==> src/design/lsu_pkg.sv <==
// shared constants and types for the load/store unit
package lsu_pkg;
  // operation codes presented on the issue port
  typedef enum logic [2:0] {
    LSU_OP_ISTORE,
    LSU_OP_IXFR,
    LSU_OP_FLOAD,
    LSU_OP_PFLOAD,
    LSU_OP_FSTORE
  } lsu_op_e;
  // operand size codes: byte, half, word, double, quad
  localparam logic [2:0] SZ_B = 3'h0;
  localparam logic [2:0] SZ_S = 3'h1;
  localparam logic [2:0] SZ_L = 3'h2;
  localparam logic [2:0] SZ_D = 3'h3;
  localparam logic [2:0] SZ_Q = 3'h4;
  localparam int IMM_W = 16;
  localparam int PIPE_DEPTH = 3;
  localparam logic [1:0] BUS_GAP = 2'h2;
  localparam logic [4:0] REG_ZERO = 5'h00;
endpackage

==> src/design/lsu_pipe_stage.sv <==
// one stage of the pipelined load address queue
`timescale 1ns/100ps
`default_nettype none
module lsu_pipe_stage (
  // clock and reset
  input wire logic clk,
  input wire logic rst_n,
  // shift control and data
  input wire logic shift,
  input wire logic [31:0] addr_in,
  input wire logic [2:0] size_in,
  input wire logic valid_in,
  output logic [31:0] addr_out,
  output logic [2:0] size_out,
  output logic valid_out
);
  logic [31:0] addr_q, addr_d;
  logic [2:0] size_q, size_d;
  logic valid_q, valid_d;

  // hold unless the queue advances
  always_comb begin
    addr_d = shift ? addr_in : addr_q;
    size_d = shift ? size_in : size_q;
    valid_d = shift ? valid_in : valid_q;
  end

  always_ff @(posedge clk or negedge rst_n) begin
    if (!rst_n) begin
      addr_q <= 32'h0;
      size_q <= 3'h0;
      valid_q <= 1'b0;
    end else begin
      addr_q <= addr_d;
      size_q <= size_d;
      valid_q <= valid_d;
    end
  end

  assign addr_out = addr_q;
  assign size_out = size_q;
  assign valid_out = valid_q;
endmodule
`default_nettype wire

==> src/design/lsu_top.sv <==
// load/store execution unit: integer and float memory operations
`timescale 1ns/100ps
`default_nettype none
// Functional notes
// - integer store writes byte, half or word
// - store address is base plus signed offset
// - narrow stores keep only low bits
// - misaligned accesses raise data-access trap
// - register zero base contributes zero
// - offset low bits carry size, not address
// - integer to float copies bits unchanged
// - float loads 32/64/128 bits, index allowed
// - autoincrement writes effective address to base
// - float load hit returns cache, no bus
// - float load miss fetches and allocates
// - plain float loads leave queue untouched
// - three-stage pipelined load queue
// - pipelined miss fetches without allocating
// - pipelined hit uses cache only if modified
// - quad pipelined load traps on reduced variant
// - float loads never trap on bad numbers
// - bus takes one pipelined load per two cycles
// - float stores 32/64/128 bits at base plus offset or index
// - core interlocks until dependency met
module lsu_top #(
  parameter bit HAS_QUAD_PIPE = 1'b1
) (
  // clock and reset
  input wire logic clk,
  input wire logic rst_n,
  // issue port
  input wire logic issue_valid,
  input wire lsu_pkg::lsu_op_e issue_op,
  input wire logic [2:0] issue_size,
  input wire logic issue_autoinc,
  input wire logic issue_use_index,
  input wire logic [4:0] base_reg,
  input wire logic [31:0] base_val,
  input wire logic [31:0] index_operand,
  input wire logic [15:0] issue_imm,
  input wire logic [31:0] store_data_reg,
  input wire logic [127:0] fstore_data,
  output logic issue_ready,
  // register writeback
  output logic wb_int_valid,
  output logic [4:0] wb_int_reg,
  output logic [31:0] wb_int_data,
  output logic wb_fp_valid,
  output logic [2:0] wb_fp_size,
  output logic [127:0] wb_fp_data,
  // traps
  output logic trap_data,
  output logic trap_instr,
  // data cache
  output logic dc_req,
  output logic [31:0] dc_addr,
  output logic dc_pipe,
  input wire logic dc_hit,
  input wire logic dc_modified,
  input wire logic [127:0] dc_rdata,
  output logic dc_fill,
  output logic [127:0] dc_fill_data,
  // external bus
  output logic bus_req,
  output logic bus_we,
  output logic [31:0] bus_addr,
  output logic [2:0] bus_size,
  output logic [127:0] bus_wdata,
  input wire logic bus_ack,
  input wire logic [127:0] bus_rdata
);
  typedef enum logic [2:0] {ST_IDLE, ST_LOOK, ST_BUS, ST_WB} lsu_state_e;

  lsu_state_e state_q, state_d;
  logic [31:0] ea;
  logic [31:0] off;
  logic [31:0] base_eff;
  logic misal;
  logic qtrap;
  logic accept;
  logic [1:0] gap_q, gap_d;
  logic [31:0] addr_q, addr_d;
  logic [2:0] size_q, size_d;
  logic pipe_q, pipe_d;
  logic [127:0] fwd_q, fwd_d;
  logic ready_q, ready_d;
  logic wbi_v_q, wbi_v_d;
  logic [4:0] wbi_r_q, wbi_r_d;
  logic [31:0] wbi_dat_q, wbi_dat_d;
  logic wbf_v_q, wbf_v_d;
  logic [2:0] wbf_s_q, wbf_s_d;
  logic [127:0] wbf_dat_q, wbf_dat_d;
  logic trd_q, trd_d, tri_q, tri_d;
  logic dcr_q, dcr_d, dcp_q, dcp_d, dcf_q, dcf_d;
  logic [127:0] dcfd_q, dcfd_d;
  logic breq_q, breq_d, bwe_q, bwe_d;
  logic [127:0] bwd_q, bwd_d;
  logic shift;
  logic [31:0] qa [0:3];
  logic [2:0] qs [0:3];
  logic qv [0:3];

  // zero base contributes nothing, offset low bits are size code only
  always_comb begin
    base_eff = (base_reg == lsu_pkg::REG_ZERO) ? 32'h0 : base_val;
    off = {{16{issue_imm[15]}}, issue_imm};
    // immediate bits below the size are the size code, never address
    case (issue_size)
      lsu_pkg::SZ_S: off[0] = 1'b0;
      lsu_pkg::SZ_L: off[1:0] = 2'h0;
      lsu_pkg::SZ_D: off[2:0] = 3'h0;
      lsu_pkg::SZ_Q: off[3:0] = 4'h0;
      default: off = off;
    endcase
    // an index is a full value; its low bits must reach the alignment check
    if (issue_use_index && issue_op != lsu_pkg::LSU_OP_ISTORE) begin
      off = index_operand;
    end
    ea = base_eff + off;
  end

  // alignment check against the operand size in bytes
  always_comb begin
    case (issue_size)
      lsu_pkg::SZ_B: misal = 1'b0;
      lsu_pkg::SZ_S: misal = ea[0];
      lsu_pkg::SZ_L: misal = |ea[1:0];
      lsu_pkg::SZ_D: misal = |ea[2:0];
      default: misal = |ea[3:0];
    endcase
    if (issue_op == lsu_pkg::LSU_OP_IXFR) begin
      misal = 1'b0;
    end
    qtrap = (issue_op == lsu_pkg::LSU_OP_PFLOAD) && (issue_size == lsu_pkg::SZ_Q)
      && !HAS_QUAD_PIPE;
  end

  // pipelined loads wait for the two-cycle bus slot
  assign accept = issue_valid && ready_q &&
    !(issue_op == lsu_pkg::LSU_OP_PFLOAD && gap_q != 2'h0);
  // queue advances only for accepted, trap-free pipelined loads
  assign shift = (state_q == ST_IDLE) && accept && issue_op == lsu_pkg::LSU_OP_PFLOAD
    && !misal && !qtrap;

  assign qa[0] = ea;
  assign qs[0] = issue_size;
  assign qv[0] = 1'b1;
  // three stages: oldest entry retires when a new one enters
  genvar gi;
  generate
    for (gi = 0; gi < lsu_pkg::PIPE_DEPTH; gi++) begin : g_q
      lsu_pipe_stage u_stage (
        .clk(clk),
        .rst_n(rst_n),
        .shift(shift),
        .addr_in(qa[gi]),
        .size_in(qs[gi]),
        .valid_in(qv[gi]),
        .addr_out(qa[gi+1]),
        .size_out(qs[gi+1]),
        .valid_out(qv[gi+1])
      );
    end
  endgenerate

  // control sequencing of accesses
  always_comb begin
    state_d = state_q;
    gap_d = (gap_q != 2'h0) ? gap_q - 2'h1 : 2'h0;
    addr_d = addr_q;
    size_d = size_q;
    pipe_d = pipe_q;
    fwd_d = fwd_q;
    ready_d = ready_q;
    wbi_v_d = 1'b0;
    wbi_r_d = wbi_r_q;
    wbi_dat_d = wbi_dat_q;
    wbf_v_d = 1'b0;
    wbf_s_d = wbf_s_q;
    wbf_dat_d = wbf_dat_q;
    trd_d = 1'b0;
    tri_d = 1'b0;
    dcr_d = 1'b0;
    dcp_d = dcp_q;
    dcf_d = 1'b0;
    dcfd_d = dcfd_q;
    breq_d = breq_q;
    bwe_d = bwe_q;
    bwd_d = bwd_q;
    case (state_q)
      ST_IDLE: begin
        if (accept) begin
          if (qtrap) begin
            tri_d = 1'b1;
          end else if (misal) begin
            trd_d = 1'b1;
          end else begin
            case (issue_op)
              lsu_pkg::LSU_OP_IXFR: begin
                wbf_v_d = 1'b1;
                wbf_s_d = lsu_pkg::SZ_L;
                wbf_dat_d = {96'h0, store_data_reg};
              end
              lsu_pkg::LSU_OP_ISTORE: begin
                ready_d = 1'b0;
                addr_d = ea;
                size_d = issue_size;
                breq_d = 1'b1;
                bwe_d = 1'b1;
                // narrow stores drop the upper source bits
                case (issue_size)
                  lsu_pkg::SZ_B: bwd_d = {120'h0, store_data_reg[7:0]};
                  lsu_pkg::SZ_S: bwd_d = {112'h0, store_data_reg[15:0]};
                  default: bwd_d = {96'h0, store_data_reg};
                endcase
                state_d = ST_BUS;
              end
              lsu_pkg::LSU_OP_FSTORE: begin
                ready_d = 1'b0;
                addr_d = ea;
                size_d = issue_size;
                breq_d = 1'b1;
                bwe_d = 1'b1;
                bwd_d = fstore_data;
                state_d = ST_BUS;
              end
              lsu_pkg::LSU_OP_FLOAD: begin
                ready_d = 1'b0;
                addr_d = ea;
                size_d = issue_size;
                pipe_d = 1'b0;
                dcr_d = 1'b1;
                dcp_d = 1'b0;
                state_d = ST_LOOK;
              end
              default: begin
                // pipelined load: look up the retiring address
                gap_d = lsu_pkg::BUS_GAP - 2'h1;
                if (qv[lsu_pkg::PIPE_DEPTH]) begin
                  ready_d = 1'b0;
                  addr_d = qa[lsu_pkg::PIPE_DEPTH];
                  size_d = qs[lsu_pkg::PIPE_DEPTH];
                  pipe_d = 1'b1;
                  dcr_d = 1'b1;
                  dcp_d = 1'b1;
                  state_d = ST_LOOK;
                end else begin
                  wbf_v_d = 1'b1;
                  wbf_s_d = issue_size;
                  wbf_dat_d = 128'h0;
                end
              end
            endcase
            // integer stores and register transfers have no autoincrement form
            if (issue_autoinc && issue_op != lsu_pkg::LSU_OP_ISTORE
              && issue_op != lsu_pkg::LSU_OP_IXFR) begin
              wbi_v_d = 1'b1;
              wbi_r_d = base_reg;
              wbi_dat_d = ea;
            end
          end
        end
      end
      ST_LOOK: begin
        // modified-line rule only applies to pipelined loads
        if (dc_hit && (!pipe_q || dc_modified)) begin
          fwd_d = dc_rdata;
          state_d = ST_WB;
        end else begin
          breq_d = 1'b1;
          bwe_d = 1'b0;
          state_d = ST_BUS;
        end
      end
      ST_BUS: begin
        if (bus_ack) begin
          breq_d = 1'b0;
          if (bwe_q) begin
            bwe_d = 1'b0;
            ready_d = 1'b1;
            state_d = ST_IDLE;
          end else begin
            fwd_d = bus_rdata;
            dcf_d = !pipe_q;
            dcfd_d = bus_rdata;
            state_d = ST_WB;
          end
        end
      end
      ST_WB: begin
        // raw pattern, no format check
        wbf_v_d = 1'b1;
        wbf_s_d = size_q;
        wbf_dat_d = fwd_q;
        ready_d = 1'b1;
        state_d = ST_IDLE;
      end
      default: state_d = ST_IDLE;
    endcase
  end

  always_ff @(posedge clk or negedge rst_n) begin
    if (!rst_n) begin
      state_q <= ST_IDLE;
      gap_q <= 2'h0;
      addr_q <= 32'h0;
      size_q <= 3'h0;
      pipe_q <= 1'b0;
      fwd_q <= 128'h0;
      ready_q <= 1'b1;
      wbi_v_q <= 1'b0;
      wbi_r_q <= 5'h0;
      wbi_dat_q <= 32'h0;
      wbf_v_q <= 1'b0;
      wbf_s_q <= 3'h0;
      wbf_dat_q <= 128'h0;
      trd_q <= 1'b0;
      tri_q <= 1'b0;
      dcr_q <= 1'b0;
      dcp_q <= 1'b0;
      dcf_q <= 1'b0;
      dcfd_q <= 128'h0;
      breq_q <= 1'b0;
      bwe_q <= 1'b0;
      bwd_q <= 128'h0;
    end else begin
      state_q <= state_d;
      gap_q <= gap_d;
      addr_q <= addr_d;
      size_q <= size_d;
      pipe_q <= pipe_d;
      fwd_q <= fwd_d;
      ready_q <= ready_d;
      wbi_v_q <= wbi_v_d;
      wbi_r_q <= wbi_r_d;
      wbi_dat_q <= wbi_dat_d;
      wbf_v_q <= wbf_v_d;
      wbf_s_q <= wbf_s_d;
      wbf_dat_q <= wbf_dat_d;
      trd_q <= trd_d;
      tri_q <= tri_d;
      dcr_q <= dcr_d;
      dcp_q <= dcp_d;
      dcf_q <= dcf_d;
      dcfd_q <= dcfd_d;
      breq_q <= breq_d;
      bwe_q <= bwe_d;
      bwd_q <= bwd_d;
    end
  end

  // outputs straight from flops
  assign issue_ready = ready_q;
  assign wb_int_valid = wbi_v_q;
  assign wb_int_reg = wbi_r_q;
  assign wb_int_data = wbi_dat_q;
  assign wb_fp_valid = wbf_v_q;
  assign wb_fp_size = wbf_s_q;
  assign wb_fp_data = wbf_dat_q;
  assign trap_data = trd_q;
  assign trap_instr = tri_q;
  assign dc_req = dcr_q;
  assign dc_addr = addr_q;
  assign dc_pipe = dcp_q;
  assign dc_fill = dcf_q;
  assign dc_fill_data = dcfd_q;
  assign bus_req = breq_q;
  assign bus_we = bwe_q;
  assign bus_addr = addr_q;
  assign bus_size = size_q;
  assign bus_wdata = bwd_q;
endmodule
`default_nettype wire

==> config.mk <==
export PLATFORM = sky130hd
export DESIGN_NAME = lsu_top
export DESIGN_NICKNAME = d
export VERILOG_FILES = /design/src/design/lsu_pkg.sv /design/src/design/lsu_pipe_stage.sv /design/src/design/lsu_top.sv
export SDC_FILE = /design/constraint.sdc
export NUM_CORES = 1
export LEC_CHECK = 0
export ABC_CLOCK_PERIOD_IN_PS = 4400
export BUFFER_PORTS_ARGS = -buffer_cell sky130_fd_sc_hd__buf_2
export CAP_MARGIN = 25
export CELL_PAD_IN_SITES_DETAIL_PLACEMENT = 0
export CELL_PAD_IN_SITES_GLOBAL_PLACEMENT = 1
export CORE_AREA = 2 2 399 401
export DETAILED_ROUTE_END_ITERATION = 8
export DIE_AREA = 0 0 401 403
export GPL_TIMING_DRIVEN = 0
export PLACE_DENSITY = 0.47
export RECOVER_POWER = 25
export SLEW_MARGIN = 25
export SYNTH_ARGS = -nofsm -noshare
export SYNTH_HDL_FRONTEND = slang
export SYNTH_SLANG_ARGS = --single-unit
==> constraint.sdc <==
create_clock -name clk -period 4.4 [get_ports clk]
set_input_delay 1.32 -clock clk [delete_from_list [all_inputs] [get_ports clk]]
set_output_delay 1.32 -clock clk [all_outputs]
set_load 0.005 [all_outputs]
==> metrics.txt, run 1 <==
largest net degree at the start of global routing 115; final setup vio count 0; Reg clk slew, reported paths 0.06 ns; clk_lat worst skew 0.70 ns; max_cap viols 1; async set-reset flop share out of synthesis 1.00; wire per inst 24.1 um; share of cells above drive strength 1 0.344; crit share post-route 0.982; Max-slew headroom -0.0784; worst-margin pin slew 1.62 ns; number of H-tree levels 3; Die ar. 162000 um2; die span in y 403 um; setup TNS 0 ns; most common cell in the netlist nand2_1; drt pass-1 iters 5; Max VDD drop 290 uV; row count 146; Seq/Total Area, Yosys 0.561; GRT Overall Usage 0.191; met3 Use GR 0.0547; busiest layer in global routing met2; fillcell total 17296; core box area 157000 um2; Mapped Avg Cell Area 9.58 um2; final std cells w/o fill 6604; Worst R2R End fwd_q[23]$_DFFE_PN0P_; Period minus WS final 4.32 ns; IO Pins 1016; M1 GR Usage 0.247; clk sink count 708; RSZ-0062 raised after global routing true; vias in the first global route 28778; Post-Place Worst Slack -2.17 ns; Die Wd 401 um; number of flops mapped to enable cells by yosys 0; run status finished with violations; r2r setup slk 0.65 ns; Leak 21.9 nW; DRT antenna net count 0; crit path capture type flip-flop; placed instance count 6385; critical path launch point type primary input; Overflow after GRT 0; clk buf depth 3; Critical Path RT 4.97 ns; met2 Usage GRT 0.308; worst hold path endpoint bus_wdata[49]$_DFFE_PN0P_; Area growth syn-to-layout 38.5%; design area 43700 um2; FF-to-FF path depth 10; Yosys cell types 69; Min Hold Slack 0.457 ns; DRT iter0 DRCs 1718; Fmax 0.231 GHz; area post-placement 39700 um2; syn nets 3847; Initial Utilization 0.201; CTS Buf Count 91; post-layout net count 4996; most common library cells after synthesis 898 x nand2_1, 707 x dfrtp_1, 259 x nor2_1, 218 x a21oi_1, 175 x clkbuf_1; Root Buffer clkbuf_16; Via density 4.28; DRC viols 0; routed via count 28264; hold-critical path depth 2; top cell type's share of synthesized area 0.560; worst min path class reg -> reg; Final Hold Vio Count 0; DRT Wirelength 159000 um; Top FF cell, synth dfrtp_1; Synth Instances 3296; synthesized area 31600 um2; post-synth top area cell dfrtp_1; top post-synthesis cells by area dfrtp_1 56%, nand2_1 11%, mux2_2 5.0%; crit path launch base_reg[4]; hold path start bus_wdata[49]$_DFFE_PN0P_; Worst Path Max Fanout 7; first-pass GRT wire length 221000 um; critical setup path kind in -> reg; violated checks capacitance limit, slew limit; synth warn 0; CTS tree done; Seq cells post-synth 708; WP data arrival 4.89 ns; Power per Cell Area 649 nW/um2; setup ws final 0.0790 ns; initial antenna violation count 33; port buffer count 1009; Reg2Reg Launch Point state_q[0]$_DFFE_PN0P_; GP Congestion 0.809; DP Wirelength 125000 um; Slew Viols, Final 105; skew final 0.0212 ns
through the flow:
| stage | power (mW) | util |
|---|---|---|
| 6_report | 28.4 | 0.278 |
| 5_1_grt | 30.3 | 0.278 |
| 4_1_cts | 28.6 | 0.275 |
| 3_5_place_dp | 20.5 | 0.252 |
| 3_3_place_gp | 20.3 | 0.250 |
| 2_1_floorplan | 14.9 | - |
area by class of cell:
class                      instances  area (um2)  area share
multi-input combinational       2309       13000       0.298
tap                             2072        2590      0.0593
sequential                       708       17700       0.405
clock inverter                    20         320     0.00732
clock buffer                     144        2710      0.0619
buffer                           249        1510      0.0345
antenna                           16        40.0    0.000915
inverter                          17        63.8     0.00146
timing repair buffer            1069        5780       0.132
worst max-delay path: stages:
cell,delay [ns]
buf_2,0.11
or4_4,0.54
nor2_4,0.20
buf_8,0.15
buf_4,0.12
nor2b_1,0.05
ha_1,0.28
buf_6,0.14
a211oi_2,0.20
nor2_2,0.10
o311ai_2,0.28
o211ai_2,0.16
o31a_1,0.36
a311o_1,0.39
and3_4,0.19
a221o_1,0.29
logic make-up (layout without fill, tap and decap cells):
family / after synthesis / in the layout / share of synthesized area
other: 1 / 17 / 0.000119
multiplexers: 270 / 270 / 0.0911
flip-flops: 708 / 708 / 0.561
buffers and inverters: 279 / 1499 / 0.0410
XOR/XNOR: 29 / 29 / 0.00804
AND/OR/NAND/NOR: 1388 / 1388 / 0.179
AO/OA/AOI/OAI: 585 / 585 / 0.106
adder cells (fa/ha/maj): 36 / 36 / 0.0143
cell usage in the layout, fill, tap and decap left out, types with 14 or more instances in the layout:
master	n
buf_2	1028
nand2_1	891
dfrtp_1	707
nor2_1	255
a21oi_1	211
clkbuf_1	139
nand3_1	139
mux2_2	139
mux2i_1	130
o21ai_0	124
clkbuf_16	96
o21ai_1	90
buf_4	88
a21o_1	35
nor2b_1	35
a31oi_1	35
clkbuf_2	29
ha_1	29
clkbuf_8	24
inv_1	17
diode_2	16
clkbuf_4	14
o211ai_1	14
timing repair:
item	CTS	global route
gates cloned	1	3
setup endpoints to repair	449	394
hold buffers	0	0
resized for setup	82	102
pin swaps	14	34
buffers inserted	24	24
worst max path at each step:
stage               slack (ns)                          end  cells past startpoint
floorplan                -0.08     bus_addr[30]$_DFFE_PN0P_                     17
global placement        -15.58  wb_int_data[11]$_DFFE_PN0P_                      1
detailed placement       -2.17    bus_wdata[95]$_DFFE_PN0P_                     16
CTS                      0.002   wb_fp_data[24]$_DFFE_PN0P_                     20
global route             -0.04     bus_addr[31]$_DFFE_PN0P_                     15
finish                    0.08     bus_addr[30]$_DFFE_PN0P_                     16
layer usage:
layer	up-vias	part of all wire
li1	13392	-
met1	13901	0.44
met2	785	0.47
met3	166	0.068
met4	20	0.025
met5	-	0.00085
power breakdown:
group	internal, mW	total, mW	switching (mW)
clock network	4.52	7.68	3.16
logic	4.21	10.7	6.44
registers	8.74	10.0	1.31
No activity file was read; power rests on OpenSTA's default activity.
==> run 2: changes to the inputs <==
--- a/config.mk
+++ b/config.mk
@@ -5,16 +5,16 @@
 export SDC_FILE = /design/constraint.sdc
 export NUM_CORES = 1
 export LEC_CHECK = 0
-export ABC_CLOCK_PERIOD_IN_PS = 4400
+export ABC_CLOCK_PERIOD_IN_PS = 4540
 export BUFFER_PORTS_ARGS = -buffer_cell sky130_fd_sc_hd__buf_2
 export CAP_MARGIN = 25
 export CELL_PAD_IN_SITES_DETAIL_PLACEMENT = 0
 export CELL_PAD_IN_SITES_GLOBAL_PLACEMENT = 1
-export CORE_AREA = 2 2 399 401
+export CORE_AREA = 2 2 391 393
 export DETAILED_ROUTE_END_ITERATION = 8
-export DIE_AREA = 0 0 401 403
+export DIE_AREA = 0 0 393 395
 export GPL_TIMING_DRIVEN = 0
-export PLACE_DENSITY = 0.47
+export PLACE_DENSITY = 0.48
 export RECOVER_POWER = 25
 export SLEW_MARGIN = 25
 export SYNTH_ARGS = -nofsm -noshare
==> constraint.sdc (replaced) <==
create_clock -name clk -period 4.54 [get_ports clk]
set_input_delay 1.362 -clock clk [delete_from_list [all_inputs] [get_ports clk]]
set_output_delay 1.362 -clock clk [all_outputs]
set_load 0.005 [all_outputs]
==> metrics.txt, run 2 (synthesized netlist as in run 1, its figures left out) <==
area post-placement 39600 um2 (-0.25%); busiest layer in global routing met2; IO Pins 1016 (unchanged); row count 143 (-2.1%); first-pass GRT wire length 217000 um (-1.7%); vias in the first global route 29038 (+0.90%); core box area 151000 um2 (-4.0%); CTS Buf Count 93 (+2.2%); crit share post-route 0.981; CTS tree done; Max VDD drop 322 uV (+11%); worst min path class reg -> reg; critical path launch point type primary input; clk_lat worst skew 0.73 ns (+0.03 ns); share of cells above drive strength 1 0.336 (-0.00840); Reg clk slew, reported paths 0.06 ns (about the same); CP delay by family, top buffers and inverters; Initial Utilization 0.209 (+0.00833); drt pass-1 iters 5 (unchanged); DRC viols 0 (unchanged); Min Hold Slack 0.456 ns (-0.00176 ns); DP Wirelength 124000 um (-1.1%); Via density 4.31 (+0.63%); GP Congestion 0.839 (+3.7%); crit path cell chain clkbuf_4 > or2_4 > clkbuf_8 > o21a_4 > clkbuf_16 > nand2_1 > nand2_1 > ha_4 > a21oi_2 > xor2_4 > buf_12 > nor2_1 > o2bb2ai_4 > nand2_2 > or3_1 > buf_2 > buf_2 > clkbuf_4 > nand2_1 > nand2_1; routed via count 28150 (-0.40%); DRT Wirelength 155000 um (-2.3%); run status finished with violations; largest net degree at the start of global routing 112 (-2.6%); number of H-tree levels 3 (unchanged); GRT Overall Usage 0.195 (+0.00430); Power per Cell Area 628 nW/um2 (-3.2%); Die Wd 393 um (-2.0%); met2 Usage GRT 0.325 (+0.0172); M1 GR Usage 0.248 (+0.00140); most frequent cells in the layout 1035 x buf_2, 896 x nand2_1, 707 x dfrtp_1; Critical Path RT 5.14 ns (+0.17 ns); CP Buf/Inv Count 7 (+3); initial antenna violation count 29 (-12%); crit-path max cell delay 0.33 ns (-0.21 ns); Slew Viols, Final 181 (+72%); clk sink count 708 (unchanged); met3 Use GR 0.0540 (-0.000631); final setup vio count 0 (unchanged); design area 43300 um2 (-1.1%); r2r setup slk 0.80 ns (+0.15 ns); port buffer count 1009 (unchanged); Root Buffer clkbuf_16; Area growth syn-to-layout 37.0%; Final Hold Vio Count 0 (unchanged); die span in y 395 um (-2.0%); Period minus WS final 4.45 ns; Fmax 0.225 GHz; post-layout net count 4973 (-0.46%); fillcell total 16555 (-4.3%); skew final 0.0473 ns (+0.0261 ns); Worst path slowest cell or3_1; crit path capture type flip-flop; Max-slew headroom -0.726 (-0.648); most common cell after layout, fill and taps aside buf_2; violated checks capacitance limit, slew limit; Leak 21.7 nW (-0.71%); worst-margin pin slew 2.59 ns (+0.971 ns); wire per inst 23.7 um (-1.3%); max_cap viols 2 (+1); most frequent CP cell nand2_1; Overflow after GRT 0 (unchanged); Die ar. 155000 um2 (-3.9%); critical setup path kind in -> reg; WP data arrival 5.05 ns (+0.16 ns); clk buf depth 3 (unchanged); Worst Path Max Fanout 10 (+3); DRT iter0 DRCs 1457 (-15%); DRT antenna net count 0 (unchanged)
[run 2: path summary, 6_finish.rpt]
kind,startpoint,end,cells past startpoint
setup / recovery,issue_op[1],g_q[2].u_stage.addr_out[13]$_DFFE_PN0P_,20
hold / removal,bus_wdata[61]$_DFFE_PN0P_,bus_wdata[61]$_DFFE_PN0P_,2
setup reg to reg,state_q[0]$_DFFE_PN0P_,fwd_q[29]$_DFFE_PN0P_,10
hold reg to reg,bus_wdata[61]$_DFFE_PN0P_,bus_wdata[61]$_DFFE_PN0P_,2
max in group asynchronous,rst_n,wb_int_data[30]$_DFFE_PN0P_,4
min in group asynchronous,rst_n,dc_fill_data[16]$_DFFE_PN0P_,1
[run 2: tightest hold or removal path, stage by stage (launching register included)]
cell and delay [ns]:
dfrtp_1 0.33, nand2_1 0.05, nand2_1 0.04
[run 2: area by class of cell]
class | instances | area (um2) | area share
Sequential cell | 708 | 17700 | 0.409
Multi-Input combinational cell | 2309 | 12900 | 0.298
Timing Repair Buffer | 1039 | 5480 | 0.127
Clock buffer | 144 | 2780 | 0.0642
Tap cell | 2030 | 2540 | 0.0587
Buffer | 254 | 1410 | 0.0325
Clock inverter | 21 | 369 | 0.00853
Inverter | 17 | 63.8 | 0.00147
Antenna cell | 14 | 35.0 | 0.000810
[run 2: metal layers]
layer / vias up / wire length [um]
met5: - / 155
met4: 20 / 3430
met2: 770 / 74600
met1: 13870 / 66500
met3: 169 / 10500
li1: 13321 / -
[run 2: metrics by stage]
step                      TNS [ns]  utilization  std cells  worst slack [ns]  power [mW]
after global routing        -0.150        0.286       6525           -0.0243        29.0
after floorplan                  0            -       3296           0.00782        14.4
after global placement           -        0.260       6335            -15.29        19.7
after CTS                        0        0.285       6519           0.00499        27.7
final                            0        0.286       6536            0.0881        27.2
after detailed placement   -738.33        0.262       6345             -1.98        19.8
[run 2: what timing repair did]
action	4_1_cts	5_1_grt
setup endpoints to repair	448	286
pin swaps	12	9
setup buffers	12	8
resized for setup	79	39
hold buffers	0	0
gates cloned	0	0
[run 2: where the power goes]
group	switching, mW	leakage (nW)	internal (mW)
clock	3.14	1.53	4.47
sequential	1.28	9.10	8.47
combinational	6.03	11.1	3.79
==> run 3: changes to the inputs <==
--- a/config.mk
+++ b/config.mk
@@ -5,7 +5,7 @@
 export SDC_FILE = /design/constraint.sdc
 export NUM_CORES = 1
 export LEC_CHECK = 0
-export ABC_CLOCK_PERIOD_IN_PS = 4540
+export ABC_CLOCK_PERIOD_IN_PS = 4160
 export BUFFER_PORTS_ARGS = -buffer_cell sky130_fd_sc_hd__buf_2
 export CAP_MARGIN = 25
 export CELL_PAD_IN_SITES_DETAIL_PLACEMENT = 0
==> constraint.sdc (replaced) <==
create_clock -name clk -period 4.16 [get_ports clk]
set_input_delay 1.248 -clock clk [delete_from_list [all_inputs] [get_ports clk]]
set_output_delay 1.248 -clock clk [all_outputs]
set_load 0.005 [all_outputs]
==> metrics.txt, run 3 (synthesized netlist as in run 1, its figures left out) <==
run status finished with violations; violated checks capacitance limit, slew limit, setup timing; Power per Cell Area 677 nW/um2 (+7.9%); routed via count 28180 (+0.11%); Via density 4.29 (-0.34%); area post-placement 39800 um2 (+0.55%); Post-Place Worst Slack -2.24 ns (-0.252 ns); CTS tree done; final core occ 0.292 (+0.00528); Initial Utilization 0.209 (unchanged); most frequent CP cell buf_12; Die ar. 155000 um2 (unchanged); GRT Overall Usage 0.195 (-0.000387); max_cap viols 1 (-1); critical path launch point type primary input; drt pass-1 iters 7 (+2); Overflow after GRT 0 (unchanged); critical setup path kind in -> reg; CP delay by family, top buffers and inverters; Comb power frac 0.376 (+0.015); Sequential Power Share 0.355 (-0.004); Leak 22.0 nW (+1.6%); Switching Share 0.382 (-0.00199); DRT Wirelength 156000 um (+0.32%); worst-margin pin slew 1.63 ns (-0.963 ns); Worst Path Max Fanout 10 (unchanged); DRC viols 0 (unchanged); most frequent cells in the layout 1013 x buf_2, 894 x nand2_1, 707 x dfrtp_1; DRT antenna net count 0 (unchanged); skew final 0.0456 ns (-0.00176 ns); Max VDD drop 327 uV (+1.8%); number of H-tree levels 3 (unchanged); first-pass GRT wire length 217000 um (-0.28%); row count 143 (unchanged); crit path launch issue_op[0]; Period minus WS final 4.18 ns; core box area 151000 um2 (unchanged); IO Pins 1016 (unchanged); share of cells above drive strength 1 0.352 (+0.0160); Slew Viols, Final 189 (+4.4%); Final Hold Vio Count 0 (unchanged); clk sink count 708 (unchanged); setup TNS -0.108 ns (-0.108 ns); Die Wd 393 um (unchanged); GP Congestion 0.821 (-2.2%); crit-path max cell delay 0.31 ns (-0.02 ns); crit share post-route 1.00; WP data arrival 4.75 ns (-0.30 ns); crit path cell chain clkbuf_8 > or2_4 > o21ai_4 > buf_12 > buf_12 > nand3_1 > nand2_1 > ha_2 > a21oi_4 > xor2_4 > buf_12 > nor2_1 > o2bb2ai_4 > a31oi_4 > a211o_4 > buf_12 > buf_12 > buf_12 > buf_6 > nand2_1 > o21ai_1; clock network fraction of total power 0.269 (-0.011); final std cells w/o fill 6565 (+0.44%); Min Hold Slack 0.403 ns (-0.0523 ns); Root Buffer clkbuf_16; clk_lat worst skew 0.71 ns (-0.02 ns); wire per inst 23.7 um (-0.13%); setup ws final -0.0188 ns (-0.107 ns); vias in the first global route 28707 (-1.1%); largest net degree at the start of global routing 108 (-3.6%); Critical Path RT 4.73 ns (-0.41 ns); Max-slew headroom -0.0841 (+0.642); crit path capture type flip-flop; Reg clk slew, reported paths 0.06 ns (about the same); Reg2Reg Launch Point state_q[0]$_DFFE_PN0P_; Pwr Total 29.8 mW (+9.8%); worst min path class in -> async; Area growth syn-to-layout 39.5%; CP Buf/Inv Count 8 (+1); CTS Buf Count 91 (-2.2%); most common cell after layout, fill and taps aside buf_2; cell internal pwr 18.4 mW (+10%); final setup vio count 15 (+15); DRT iter0 DRCs 1385 (-4.9%); Fmax 0.239 GHz; hold buffers post-CTS 0 (unchanged); die span in y 395 um (unchanged); design area 44100 um2 (+1.8%); DP Wirelength 123000 um (-0.65%); post-layout net count 5003 (+0.60%); initial antenna violation count 25 (-14%); clk buf depth 3 (unchanged); port buffer count 1009 (unchanged); Worst path slowest cell a211o_4; Switching Power 11.4 mW (+9.3%); RSZ-0062 raised after global routing true; placed instance count 6345 (unchanged)
==> run 3: worst paths after layout <==
| kind | endpoint | slack [ns] | cells after the start |
|---|---|---|---|
| max in group asynchronous | wb_int_data[21]$_DFFE_PN0P_ | 0.53 | 5 |
| worst max-delay path | wb_fp_data[89]$_DFFE_PN0P_ | -0.02 | 21 |
| worst min register to register | g_q[2].u_stage.addr_out[21]$_DFFE_PN0P_ | 0.44 | 2 |
| worst min-delay path | dc_fill_data[22]$_DFFE_PN0P_ | 0.40 | 1 |
| min in group clk | g_q[2].u_stage.addr_out[21]$_DFFE_PN0P_ | 0.44 | 2 |
| worst max register to register | fwd_q[28]$_DFFE_PN0P_ | 0.45 | 10 |
==> run 3: area by class of cell <==
class / instances / area [um2]
antenna: 17 / 42.5
buffer: 254 / 1670
clock buffer: 138 / 2670
clock inverter: 21 / 327
fill: 16492 / 107000
inverter: 17 / 63.8
multi-input combinational: 2309 / 13200
sequential: 708 / 17700
tap: 2030 / 2540
timing repair buffer: 1071 / 5870
==> run 3: what timing repair did <==
| action | CTS | global route |
|---|---|---|
| pin swaps | 23 | 19 |
| gates cloned | 1 | 2 |
| gates resized for setup | 113 | 88 |
| setup endpoints to repair | 450 | 438 |
| setup buffers | 25 | 25 |
==> run 3: layer usage <==
metal / vias up / share of wire / GRT usage / routed length (um)
li1: 13393 / - / - / -
met1: 13874 / 0.44 / 0.253 / 67900
met2: 729 / 0.47 / 0.319 / 73600
met3: 174 / 0.065 / 0.0497 / 10100
met4: 10 / 0.025 / 0.0506 / 3950
met5: - / 0.00044 / 0 / 69
==> run 3: power groups by stage <==
stage,clock network (mW),registers (mW),logic (mW)
after floorplan,0,10.5,5.28
after global placement,0,10.7,10.7
after detailed placement,0,10.7,10.8
after CTS,8.33,10.6,11.2
after global routing,8.59,10.9,12.4
final,8.04,10.6,11.2
